==> src/hrx_pkg.sv <==
// package: constants, register map and record types for the hdlc receive control block
`default_nettype none
package hrx_pkg;
	localparam int ADDR_W = 8;
	localparam logic [ADDR_W-1:0] ADDR_CTRL  = 8'h00;
	localparam logic [ADDR_W-1:0] ADDR_CMD   = 8'h04;
	localparam logic [ADDR_W-1:0] ADDR_STAT  = 8'h08;
	localparam logic [ADDR_W-1:0] ADDR_DATA  = 8'h0c;
	localparam logic [ADDR_W-1:0] ADDR_FSTAT = 8'h10;
	// rx_irq_config_reg layout
	localparam int CTRL_W      = 5;
	localparam int CTRL_RXEN   = 0;
	localparam int CTRL_DMAEN  = 1;
	localparam int CTRL_ABIE   = 2;
	localparam int CTRL_MODE   = 3;
	localparam logic [CTRL_W-1:0] CTRL_RST = 5'h00;
	localparam logic [1:0] MODE_OFF   = 2'h0;
	localparam logic [1:0] MODE_ALL   = 2'h2;
	localparam logic [1:0] MODE_FIRST = 2'h1;
	localparam logic [1:0] MODE_SPEC  = 2'h3;
	// command register bits, write-one pulses
	localparam int CMD_ERR_RST = 0;
	localparam int CMD_EN_NEXT = 1;
	localparam int CMD_RST_EXT = 2;
	// status register bits, and the valid bit of the frame status register
	localparam int STAT_HUNT  = 0;
	localparam int STAT_LOCK  = 1;
	localparam int STAT_EOF   = 2;
	localparam int STAT_CRC   = 3;
	localparam int STAT_OVR   = 4;
	localparam int STAT_ABORT = 5;
	localparam int STAT_EXT   = 6;
	localparam int STAT_RXC   = 7;
	localparam int STAT_SPEC  = 8;
	localparam int STAT_LVL   = 9;
	localparam int FS_VALID   = 17;
	// line coding
	localparam logic [2:0] STUFF_RUN = 3'h5;
	localparam logic [2:0] FLAG_RUN  = 3'h6;
	localparam logic [2:0] ABORT_RUN = 3'h7;
	localparam logic [2:0] LAST_BIT  = 3'h7;
	localparam int BYTE_BITS     = 8;
	localparam int IRQ_LAT_BITS  = 11;
	localparam logic [1:0] CHAR_DELAY = 2'(IRQ_LAT_BITS - BYTE_BITS);
	localparam logic [15:0] CRC_INIT = 16'hffff;
	localparam logic [15:0] CRC_POLY = 16'h8408;
	localparam logic [15:0] CRC_GOOD = 16'hf0b8;
	localparam logic [13:0] CNT_MAX  = 14'h3fff;
	localparam int RX_DEPTH_DEF = 3;
	localparam int FS_DEPTH_DEF = 10;

	typedef enum logic [1:0] {HRX_HUNT = 2'b01, HRX_SYNC = 2'b10} hrx_rx_st_t;

	typedef struct packed {
		logic [7:0] data;
		logic       eof;
		logic       ovr;
	} hrx_entry_t;

	typedef struct packed {
		logic        crc;
		logic        par;
		logic        ovr;
		logic [13:0] cnt;
	} hrx_fs_t;

	function automatic logic [15:0] crc_byte(input logic [15:0] c, input logic [7:0] v);
		logic [15:0] r;
		r = c;
		for (int i = 0; i < BYTE_BITS; i++) begin
			r = (r[0] ^ v[i]) ? ((r >> 1) ^ CRC_POLY) : (r >> 1);
		end
		return r;
	endfunction
endpackage
`default_nettype wire

==> src/hrx_rx_ctrl.sv <==
// module: hdlc receive control with dma hand-off, interrupt modes and end-of-frame lock
`default_nettype none
module hrx_rx_ctrl
	import hrx_pkg::*;
#(
	parameter int RXD = RX_DEPTH_DEF,
	parameter int FSD = FS_DEPTH_DEF
) (
	input  wire logic              pclk,
	input  wire logic              presetn,
	input  wire logic              psel,
	input  wire logic              penable,
	input  wire logic              pwrite,
	input  wire logic [ADDR_W-1:0] paddr,
	input  wire logic [31:0]       pwdata,
	output logic      [31:0]       prdata,
	output logic                   pready,
	output logic                   pslverr,
	input  wire logic              rx_bit_clock,
	input  wire logic              rxd,
	input  wire logic              dma_ack,
	output logic                   dma_req,
	output logic      [7:0]        dma_data,
	output logic                   irq,
	output logic                   sync_match_n
);
	localparam int LW  = $clog2(RXD + 1);
	localparam int FIW = $clog2(FSD);
	localparam int FCW = $clog2(FSD + 1);
	localparam logic [LW-1:0]  LVL_FULL = LW'(RXD);
	localparam logic [FCW-1:0] FS_FULL  = FCW'(FSD);
	localparam logic [FIW-1:0] FS_LAST  = FIW'(FSD - 1);

	typedef hrx_entry_t [RXD-1:0] hrx_rbuf_t;

	typedef struct packed {
		logic [2:0]           clk_sh;
		logic [1:0]           rxd_sh;
		logic [CTRL_W-1:0]    ctrl;
		hrx_rx_st_t           rx_st;
		logic [2:0]           ones;
		logic [7:0]           shreg;
		logic [2:0]           bitcnt;
		logic [13:0]          fbytes;
		logic [15:0]          crc;
		logic                 frame_ovr;
		logic                 dly_act;
		logic [1:0]           dly_cnt;
		logic [7:0]           pend;
		logic                 sync_wait;
		hrx_rbuf_t            rbuf;
		logic [LW-1:0]        lvl;
		hrx_fs_t [FSD-1:0]    fs;
		logic [FIW-1:0]       fs_wr;
		logic [FIW-1:0]       fs_rd;
		logic [FCW-1:0]       fs_cnt;
		logic                 locked;
		logic                 eof_st;
		logic                 crc_err;
		logic                 ovr_st;
		logic                 abort_st;
		logic                 ext_p;
		logic                 rxc_p;
		logic                 spec_p;
		logic                 first_arm;
		logic [31:0]          prdata;
		logic                 pready;
		logic                 pslverr;
		logic                 dma_req;
		logic [7:0]           dma_data;
		logic                 irq;
		logic                 sync_n;
	} hrx_state_t;

	function automatic hrx_rbuf_t pop_buf(input hrx_rbuf_t b);
		hrx_rbuf_t r;
		r = '0;
		for (int i = 0; i < RXD - 1; i++) begin
			r[i] = b[i+1];
		end
		return r;
	endfunction

	function automatic logic [FIW-1:0] inc_idx(input logic [FIW-1:0] i);
		return (i == FS_LAST) ? '0 : i + 1'b1;
	endfunction

	hrx_state_t st_q;
	hrx_state_t st_d;

	logic       bit_ev;
	logic       rx_bit;
	logic       flag_ev;
	logic       abort_ev;
	logic       dbit_ev;
	logic       apb_setup;
	logic       apb_acc;
	logic       dma_rd;
	logic       data_rd;
	logic [1:0] mode;

	// only the second and third sync stages are looked at
	assign bit_ev    = st_q.clk_sh[1] & ~st_q.clk_sh[2] & st_q.ctrl[CTRL_RXEN];
	assign rx_bit    = st_q.rxd_sh[1];
	assign flag_ev   = bit_ev & ~rx_bit & (st_q.ones == FLAG_RUN);
	assign abort_ev  = bit_ev & rx_bit & (st_q.ones == FLAG_RUN);
	assign dbit_ev   = bit_ev & (st_q.rx_st == HRX_SYNC) &
		(rx_bit ? (st_q.ones < STUFF_RUN) : (st_q.ones < STUFF_RUN));
	assign apb_setup = psel & ~penable;
	assign apb_acc   = psel & penable & st_q.pready;
	assign dma_rd    = dma_ack & st_q.dma_req;
	assign data_rd   = apb_acc & ~pwrite & (paddr == ADDR_DATA);
	assign mode      = st_q.ctrl[CTRL_MODE +: 2];

	always_comb begin
		logic [31:0] sw;
		hrx_fs_t     fe;
		sw = '0;
		fe = '0;
		st_d = st_q;
		st_d.clk_sh = {st_q.clk_sh[1:0], rx_bit_clock};
		st_d.rxd_sh = {st_q.rxd_sh[0], rxd};

		// register bus: zero-wait, answer prepared in the setup cycle
		st_d.pready  = apb_setup;
		st_d.pslverr = 1'b0;
		if (apb_setup) begin
			sw[STAT_HUNT]  = (st_q.rx_st == HRX_HUNT);
			sw[STAT_LOCK]  = st_q.locked;
			sw[STAT_EOF]   = st_q.eof_st;
			sw[STAT_CRC]   = st_q.crc_err;
			sw[STAT_OVR]   = st_q.ovr_st;
			sw[STAT_ABORT] = st_q.abort_st;
			sw[STAT_EXT]   = st_q.ext_p;
			sw[STAT_RXC]   = st_q.rxc_p;
			sw[STAT_SPEC]  = st_q.spec_p;
			sw[STAT_LVL +: LW] = st_q.lvl;
			case (paddr)
				ADDR_CTRL:  st_d.prdata = 32'(st_q.ctrl);
				ADDR_CMD:   st_d.prdata = '0;
				ADDR_STAT:  st_d.prdata = sw;
				ADDR_DATA:  st_d.prdata = 32'(st_q.rbuf[0].data);
				ADDR_FSTAT: st_d.prdata = 32'({st_q.fs_cnt != '0, st_q.fs[st_q.fs_rd]});
				default: begin
					st_d.prdata  = '0;
					st_d.pslverr = 1'b1;
				end
			endcase
		end

		// software writes and commands; hardware sets further down win
		if (apb_acc && pwrite && paddr == ADDR_CTRL) begin
			st_d.ctrl = pwdata[CTRL_W-1:0];
		end
		if (apb_acc && pwrite && paddr == ADDR_CMD) begin
			if (pwdata[CMD_ERR_RST]) begin
				st_d.locked  = 1'b0;
				st_d.spec_p  = 1'b0;
				st_d.eof_st  = 1'b0;
				st_d.ovr_st  = 1'b0;
				st_d.crc_err = 1'b0;
				// kept check byte is re-offered to dma, or dropped when dma is off
				if (st_q.locked && !st_q.ctrl[CTRL_DMAEN] && st_d.lvl != '0) begin
					st_d.rbuf = pop_buf(st_d.rbuf);
					st_d.lvl  = st_d.lvl - 1'b1;
				end
			end
			if (pwdata[CMD_EN_NEXT]) begin
				st_d.first_arm = 1'b1;
			end
			if (pwdata[CMD_RST_EXT]) begin
				st_d.ext_p    = 1'b0;
				st_d.abort_st = 1'b0;
			end
		end

		// buffer reads by dma or software
		if ((dma_rd || data_rd) && st_d.lvl != '0) begin
			if (st_d.rbuf[0].eof) begin
				// byte stays at the top so it can be offered again after unlock
				st_d.rbuf[0].eof = 1'b0;
				st_d.locked      = 1'b1;
				st_d.spec_p      = 1'b1;
				st_d.eof_st      = 1'b1;
			end else begin
				if (st_d.rbuf[0].ovr) begin
					st_d.spec_p = 1'b1;
				end
				st_d.rbuf = pop_buf(st_d.rbuf);
				st_d.lvl  = st_d.lvl - 1'b1;
				if (st_d.lvl == '0) begin
					st_d.rxc_p = 1'b0;
				end
			end
		end
		if (apb_acc && !pwrite && paddr == ADDR_FSTAT && st_q.fs_cnt != '0) begin
			st_d.fs_rd  = inc_idx(st_q.fs_rd);
			st_d.fs_cnt = st_d.fs_cnt - 1'b1;
		end

		// receive line, one step per sampled bit
		if (bit_ev) begin
			st_d.sync_n    = ~st_q.sync_wait;
			st_d.sync_wait = flag_ev;
			st_d.ones      = rx_bit ? ((st_q.ones == ABORT_RUN) ? ABORT_RUN : st_q.ones + 1'b1)
				: '0;
			if (st_q.dly_act) begin
				st_d.dly_cnt = st_q.dly_cnt - 1'b1;
				if (st_q.dly_cnt == 2'h1) begin
					st_d.dly_act = 1'b0;
					// a full buffer marks the newest byte instead of losing order
					if (st_d.lvl == LVL_FULL) begin
						st_d.rbuf[st_d.lvl - 1'b1].ovr = 1'b1;
						st_d.ovr_st    = 1'b1;
						st_d.frame_ovr = 1'b1;
					end else begin
						st_d.rbuf[st_d.lvl] = '{data: st_q.pend, eof: 1'b0, ovr: 1'b0};
						st_d.lvl = st_d.lvl + 1'b1;
						if (mode == MODE_ALL) begin
							st_d.rxc_p = 1'b1;
						end else if (mode == MODE_FIRST && st_d.first_arm) begin
							st_d.rxc_p     = 1'b1;
							st_d.first_arm = 1'b0;
						end
					end
				end
			end
		end
		case (st_q.rx_st)
			HRX_HUNT: begin
				if (flag_ev) begin
					st_d.rx_st     = HRX_SYNC;
					st_d.ext_p     = 1'b1;
					st_d.first_arm = 1'b1;
					st_d.bitcnt    = '0;
					st_d.fbytes    = '0;
					st_d.crc       = CRC_INIT;
					st_d.frame_ovr = 1'b0;
				end
			end
			HRX_SYNC: begin
				if (abort_ev || !st_q.ctrl[CTRL_RXEN]) begin
					st_d.rx_st    = HRX_HUNT;
					st_d.ext_p    = st_d.ext_p | abort_ev;
					st_d.abort_st = st_d.abort_st | abort_ev;
					st_d.dly_act  = 1'b0;
				end else if (flag_ev) begin
					// closing flag may also open the next frame, so stay in sync
					st_d.bitcnt    = '0;
					st_d.fbytes    = '0;
					st_d.crc       = CRC_INIT;
					st_d.frame_ovr = 1'b0;
					if (st_q.fbytes != '0) begin
						st_d.crc_err   = (st_q.crc != CRC_GOOD);
						st_d.first_arm = 1'b0;
						if (st_d.lvl != '0) begin
							st_d.rbuf[st_d.lvl - 1'b1].eof = 1'b1;
						end else begin
							st_d.locked = 1'b1;
							st_d.spec_p = 1'b1;
							st_d.eof_st = 1'b1;
						end
						if (mode == MODE_SPEC && st_d.fs_cnt != FS_FULL) begin
							fe.cnt = st_q.fbytes;
							fe.ovr = st_q.frame_ovr;
							fe.crc = (st_q.crc != CRC_GOOD);
							fe.par = 1'b0;
							st_d.fs[st_q.fs_wr] = fe;
							st_d.fs_wr  = inc_idx(st_q.fs_wr);
							st_d.fs_cnt = st_d.fs_cnt + 1'b1;
						end
					end
				end else if (dbit_ev) begin
					st_d.shreg  = {rx_bit, st_q.shreg[7:1]};
					st_d.bitcnt = st_q.bitcnt + 1'b1;
					if (st_q.bitcnt == LAST_BIT) begin
						st_d.dly_act = 1'b1;
						st_d.dly_cnt = CHAR_DELAY;
						st_d.pend    = st_d.shreg;
						st_d.crc     = crc_byte(st_q.crc, st_d.shreg);
						if (st_q.fbytes != CNT_MAX) begin
							st_d.fbytes = st_q.fbytes + 1'b1;
						end
					end
				end
			end
			default: st_d.rx_st = HRX_HUNT;
		endcase
		if (abort_ev && st_q.ctrl[CTRL_ABIE]) begin
			st_d.ext_p    = 1'b1;
			st_d.abort_st = 1'b1;
		end

		// registered outputs
		st_d.dma_req  = st_d.ctrl[CTRL_DMAEN] & st_d.ctrl[CTRL_MODE] & ~st_d.locked
			& (st_d.lvl != '0);
		st_d.dma_data = st_d.rbuf[0].data;
		st_d.irq      = st_d.ext_p | st_d.rxc_p | st_d.spec_p;
	end

	always_ff @(posedge pclk or negedge presetn) begin
		if (!presetn) begin
			st_q        <= '0;
			st_q.ctrl   <= CTRL_RST;
			st_q.rx_st  <= HRX_HUNT;
			st_q.crc    <= CRC_INIT;
			st_q.sync_n <= 1'b1;
		end else begin
			st_q <= st_d;
		end
	end

	assign prdata       = st_q.prdata;
	assign pready       = st_q.pready;
	assign pslverr      = st_q.pslverr;
	assign dma_req      = st_q.dma_req;
	assign dma_data     = st_q.dma_data;
	assign irq          = st_q.irq;
	assign sync_match_n = st_q.sync_n;

	// helper: bit-times since the last character completed
	logic [3:0] a_bits;
	always_ff @(posedge pclk or negedge presetn) begin
		if (!presetn) begin
			a_bits <= '0;
		end else if (dbit_ev && st_q.bitcnt == LAST_BIT && !flag_ev && !abort_ev) begin
			a_bits <= '0;
		end else if (bit_ev && a_bits != 4'hf) begin
			a_bits <= a_bits + 1'b1;
		end
	end
endmodule
`default_nettype wire

==> config.mk <==
export PLATFORM = sky130hd
export DESIGN_NAME = hrx_rx_ctrl
export DESIGN_NICKNAME = d
export VERILOG_FILES = /design/src/hrx_pkg.sv /design/src/hrx_rx_ctrl.sv
export SDC_FILE = /design/constraint.sdc
export NUM_CORES = 1
export LEC_CHECK = 0
export BUFFER_PORTS_ARGS = -buffer_cell sky130_fd_sc_hd__clkbuf_2
export CAP_MARGIN = 20
export CORE_ASPECT_RATIO = 1.1
export CORE_MARGIN = 4
export CORE_UTILIZATION = 40
export DETAILED_ROUTE_END_ITERATION = 8
export SETUP_SLACK_MARGIN = 0.5
export SKIP_CTS_REPAIR_TIMING = 1
export SYNTH_ARGS = -nofsm -noshare
export SYNTH_HDL_FRONTEND = slang
export SYNTH_SLANG_ARGS = --single-unit
==> constraint.sdc <==
create_clock -name pclk -period 3.45 [get_ports pclk]
set_clock_uncertainty 0.05 [all_clocks]
set_input_delay 0.5175 -clock pclk [delete_from_list [all_inputs] [get_ports pclk]]
set_output_delay 0.5175 -clock pclk [all_outputs]
set_load 0.02 [all_outputs]
* Yosys cells after proc, flatten, opt, wreduce, memory -nomap -nowiden
Cells that the tools add are included.
** Cells by class
- Add/sub/neg operators :: 13
- Order comparisons :: 10
- Eq/ne operators :: 25
- Multiplexer cells :: 116
- Bitwise logic cells :: 45
- Reduce and logical (&&, ||, !) cells :: 37
** Operators by type and width (number)
- 32-bit 2-to-1 mux :: 7
- 30-bit 2-to-1 mux :: 7
- 170-bit bitwise mux :: 1
- 16-bit 2-to-1 mux :: 8
- 30-bit bitwise mux :: 3
- 18-bit one-hot mux with 4 select lines :: 1
- 17-bit binary-select mux with 4-bit select :: 1
- 17-bit demux with 4-bit select :: 1
- 34-bit 2-to-1 mux :: 2
- 34-bit one-hot mux with 2 select lines :: 1
- 10-bit demux with 2-bit select :: 3
- 11-bit 2-to-1 mux :: 4
- 41-bit 2-to-1 mux :: 1
- 1-bit 2-to-1 mux :: 34
- 17-bit 2-to-1 mux :: 2
- 33-bit 2-to-1 mux :: 1
- 2-bit 2-to-1 mux :: 16
- 4-bit 2-to-1 mux :: 8
- 28-bit 2-to-1 mux :: 1
- 7-bit 2-to-1 mux :: 4
- 2-bit inverter with 3-bit output :: 8
- 10-bit 2-to-1 mux :: 2
- 1-bit bitwise AND :: 17
- 8-bit by 4-bit == test with 1-bit output, second input constant :: 2
- other kinds (45) :: 111
** Word-level totals
- Bits in registers :: 329
- Output and inout port bits :: 45
- Logic and storage cells :: 329

* Longest topological paths before layout
- Depth in word-level cells :: 30
- Mapped depth :: 17
- Depth with buffers taken out :: 15

* Least setup slack after synthesis
Ideal clock, no wire load.
- Kind :: input to register
- Start :: input port paddr[1]
- End :: register st_q (netlist bit dma_data[0])
- Arrival time :: 3862 ps
- Slack :: -587 ps
- Stages :: 13
- Buffers on the path :: 0
- Cell sequence :: or3_1 or4_1 nor2_1 xnor2_1 inv_1 ha_1 nor2b_1 nand4_1 a2111oi_2 a211oi_1 a31oi_2 nand3_2 mux2_2
** RTL lines
- from (decl) :: RTL line hrx_rx_ctrl.sv:14 : input wire logic [ADDR_W-1:0] paddr,
- to (signal assigned) :: RTL line hrx_rx_ctrl.sv:309 : st_q <= st_d;
- to (decl) :: RTL line hrx_rx_ctrl.sv:88 : hrx_state_t st_q;

==> reports/qor.yml <==
port_buffers: 50
io_pins: 93
arrival_ps: 3810
power_mw: 7.005
hpwlAfterDp_um: 25250
startpoint_type: "input port"
p_per_area_nw_per_um2: 384.9
synth_area_um2: 15090
yosysWarnings: 0
synth_sequential_area_ratio_pct: 50.39
die_w_um: 193.2
clk_latency_ps: 570
rsz0062_at_grt: "yes"
worstHoldStart: "pwdata[4]"
routed_via_density: 5.478
worst_slack_ps: 34.73
worstPathMaxFanout: 8
numCtsBuffers: 30
cp-end-kind: "flop"
fmax_mhz: 292.8
leakagePower_nw: 8.633
gp_congestion: 0.8246
first_pass_iters: 6
synth.area.top_cells: "dfrtp_1 (47%), mux2_2 (12%), mux4_2 (4.8%), mux2i_1 (3.7%), dfstp_2 (3.1%)"
cts.path.max_buffers: 3
antenna_found_initial: 0
coreArea_um2: 37220
fin_crit_sh_pct: 98.99
hold_viol: 0
cts.sinks: 303
wirelength_um: 37400
outcome: "completed"
die_y_um: 211.7
synthDominantCellAreaShare_pct: 47.25
finalNetCount: 1425
syn_inst: 1261
final_layout_size_suffix_gt1_share_pct: 38.34
yosysTopAreaCell: "dfrtp_1"
hold_depth: 2
relSlewSlack_pct: 44.56
ant_nets: 0
grt_max_degree: 123
drv_cap: 0
path_class: "in2reg"
area_delta_synth_final_pct: 20.58
synth_cell_types: 71
clockRootBuffer: "clkbuf_16"
synth_edf_count: 0
drc: 0
grt_overflow: 0
wl_per_cell_um: 19.90
cts_tree: "built"
maxSlewViolCount: 0
num_rows: 74
vias: 10294
worst-r2r-cell-count: 14
antenna_cells: 0
grt_pass1_vias: 10444
synth_ff_type: "dfrtp_1"
timing.rr.start: "pready"
synth_common_cells: "dfrtp_1 (285), mux2_2 (167), nand2_1 (90), mux2i_1 (56), o21ai_0 (55)"
crit_required_ps: 3840
peakVddDrop_mv: 0.3435
hold_class: "in2reg"
start_util_pct: 40.55
grt_pass1_wl_um: 59800
worst_pin_slew_ps: 828.5
finalSetupViolCount: 0
final.min_clock_period_ps: 3415
clk_pin_slew_ps: 60
async_flop_share_pct: 100.0
rr_endpoint: "dma_data[7]"
hold_ws_ps: 185.2
die-area_um2: 40910
grt_use_total_pct: 17.81
syn_area_per_cell_um2: 11.97
ys_ff_latch: 303
ctsHtreeMaxLevel: 1
synth.most_common_cell: "dfrtp_1"
worstHoldEndpoint: "mode[1]"
drtIter0Drc: 648
rrSetupSlack_ps: 70
dp_worst_setup_slack_ps: -562.0
## worst max path at each step
stage	from	to	slack [ps]	depth (start not counted)
finish	paddr[4]	dma_data[7]	30	15
global route	st_q[236]	dma_data[7]	-110	16
CTS	pready	dma_data[7]	-6	14
detailed placement	paddr[4]	dma_data[1]	-560	15
global placement	paddr[4]	dma_data[1]	-520	15
floorplan	paddr[4]	dma_data[0]	-280	13
## cell type report
class,instances,area (um2)
flip-flops and latches,303,7609
inverters,35,131.4
well taps,494,618.1
repair buffers,172,1536
clock buffers,40,848.3
fillers,3284,19020
multi-input cells,820,7316
clock inverters,15,140.1
## placed cells by master (no fill, tap or decap), types with 7 or more instances in the layout
master | netlist | routed
dfrtp_1 | 285 | 284
mux2_2 | 167 | 141
nand2_1 | 90 | 89
buf_4 | 41 | 86
mux2_4 | 0 | 56
mux2i_1 | 56 | 54
o21ai_0 | 55 | 54
clkbuf_2 | 0 | 49
a21oi_1 | 44 | 42
nor2_1 | 41 | 37
inv_1 | 34 | 34
mux4_2 | 32 | 32
clkbuf_16 | 0 | 32
o22ai_1 | 25 | 25
nand3_1 | 27 | 24
buf_12 | 0 | 23
a22oi_1 | 19 | 18
xor2_1 | 18 | 18
dfstp_2 | 18 | 18
a22o_1 | 17 | 17
conb_1 | 1 | 15
xnor2_1 | 17 | 14
nand2b_1 | 14 | 13
and3_1 | 11 | 11
ha_1 | 15 | 11
clkinv_2 | 0 | 11
nand4_1 | 9 | 9
nand3_4 | 3 | 9
nor2b_1 | 9 | 8
o31ai_1 | 8 | 8
buf_6 | 1 | 8
nor3_1 | 10 | 7
## critical path, cell delays in order
cell and delay [ps]:
clkbuf_2 90, or3_4 390, or4_4 540, nor2_4 130
xnor2_2 120, inv_1 60, ha_2 190, nor2b_2 120
nand4_1 160, buf_4 220, a21o_4 220, nand2b_4 160
a31oi_4 320, nand3_4 220, mux2_4 350
## registers in the layout (all words and copies together), names as in the netlist
name,count
dma_req,1
dma_data,8
rx_bit,1
irq,1
pslverr,1
prdata,17
pready,1
mode,2
st_q,267
sync_match_n,1
st_d,3
## power by group
part | switching [mW] | total [mW] | internal [mW]
clock | 1.39 | 3.26 | 1.87
sequential | 0.00652 | 3.57 | 3.56
combinational | 0.127 | 0.175 | 0.0482
total | 1.52 | 7.01 | 5.48
## metal layers
metal	share of wire (%)	vias up	wire [um]	GRT usage, %
li1	-	4713	-	-
met1	46	5344	17220	24.92
met2	48	200	18050	30.13
met3	4.2	37	1589	2.244
met4	1.5	0	549	3.834
met5	0	-	0	0
## cell families after synthesis
logic type / count (synthesis) / synth area share [%]
buf+inv: 152 / 4.974
fa+ha+maj: 15 / 1.243
xor+xnor: 35 / 2.031
other cells: 1 / 0.02485
mux: 285 / 23.19
flops: 303 / 50.39
simple gates: 264 / 9.434
compound gates: 206 / 8.721
## stage by stage
step                      setup TNS, ps  util [%]  area, um2  cells
final                                 0     48.89      18200   1879
after global placement           -18310     45.08      16780   1802
after detailed placement         -19840     45.08      16780   1802
after global routing              -1662     48.89      18200   1879
after CTS                        -5.871     47.74      17770   1857
after floorplan                   -8408         -      15610   1275
Power figures use the tool's default switching activity.
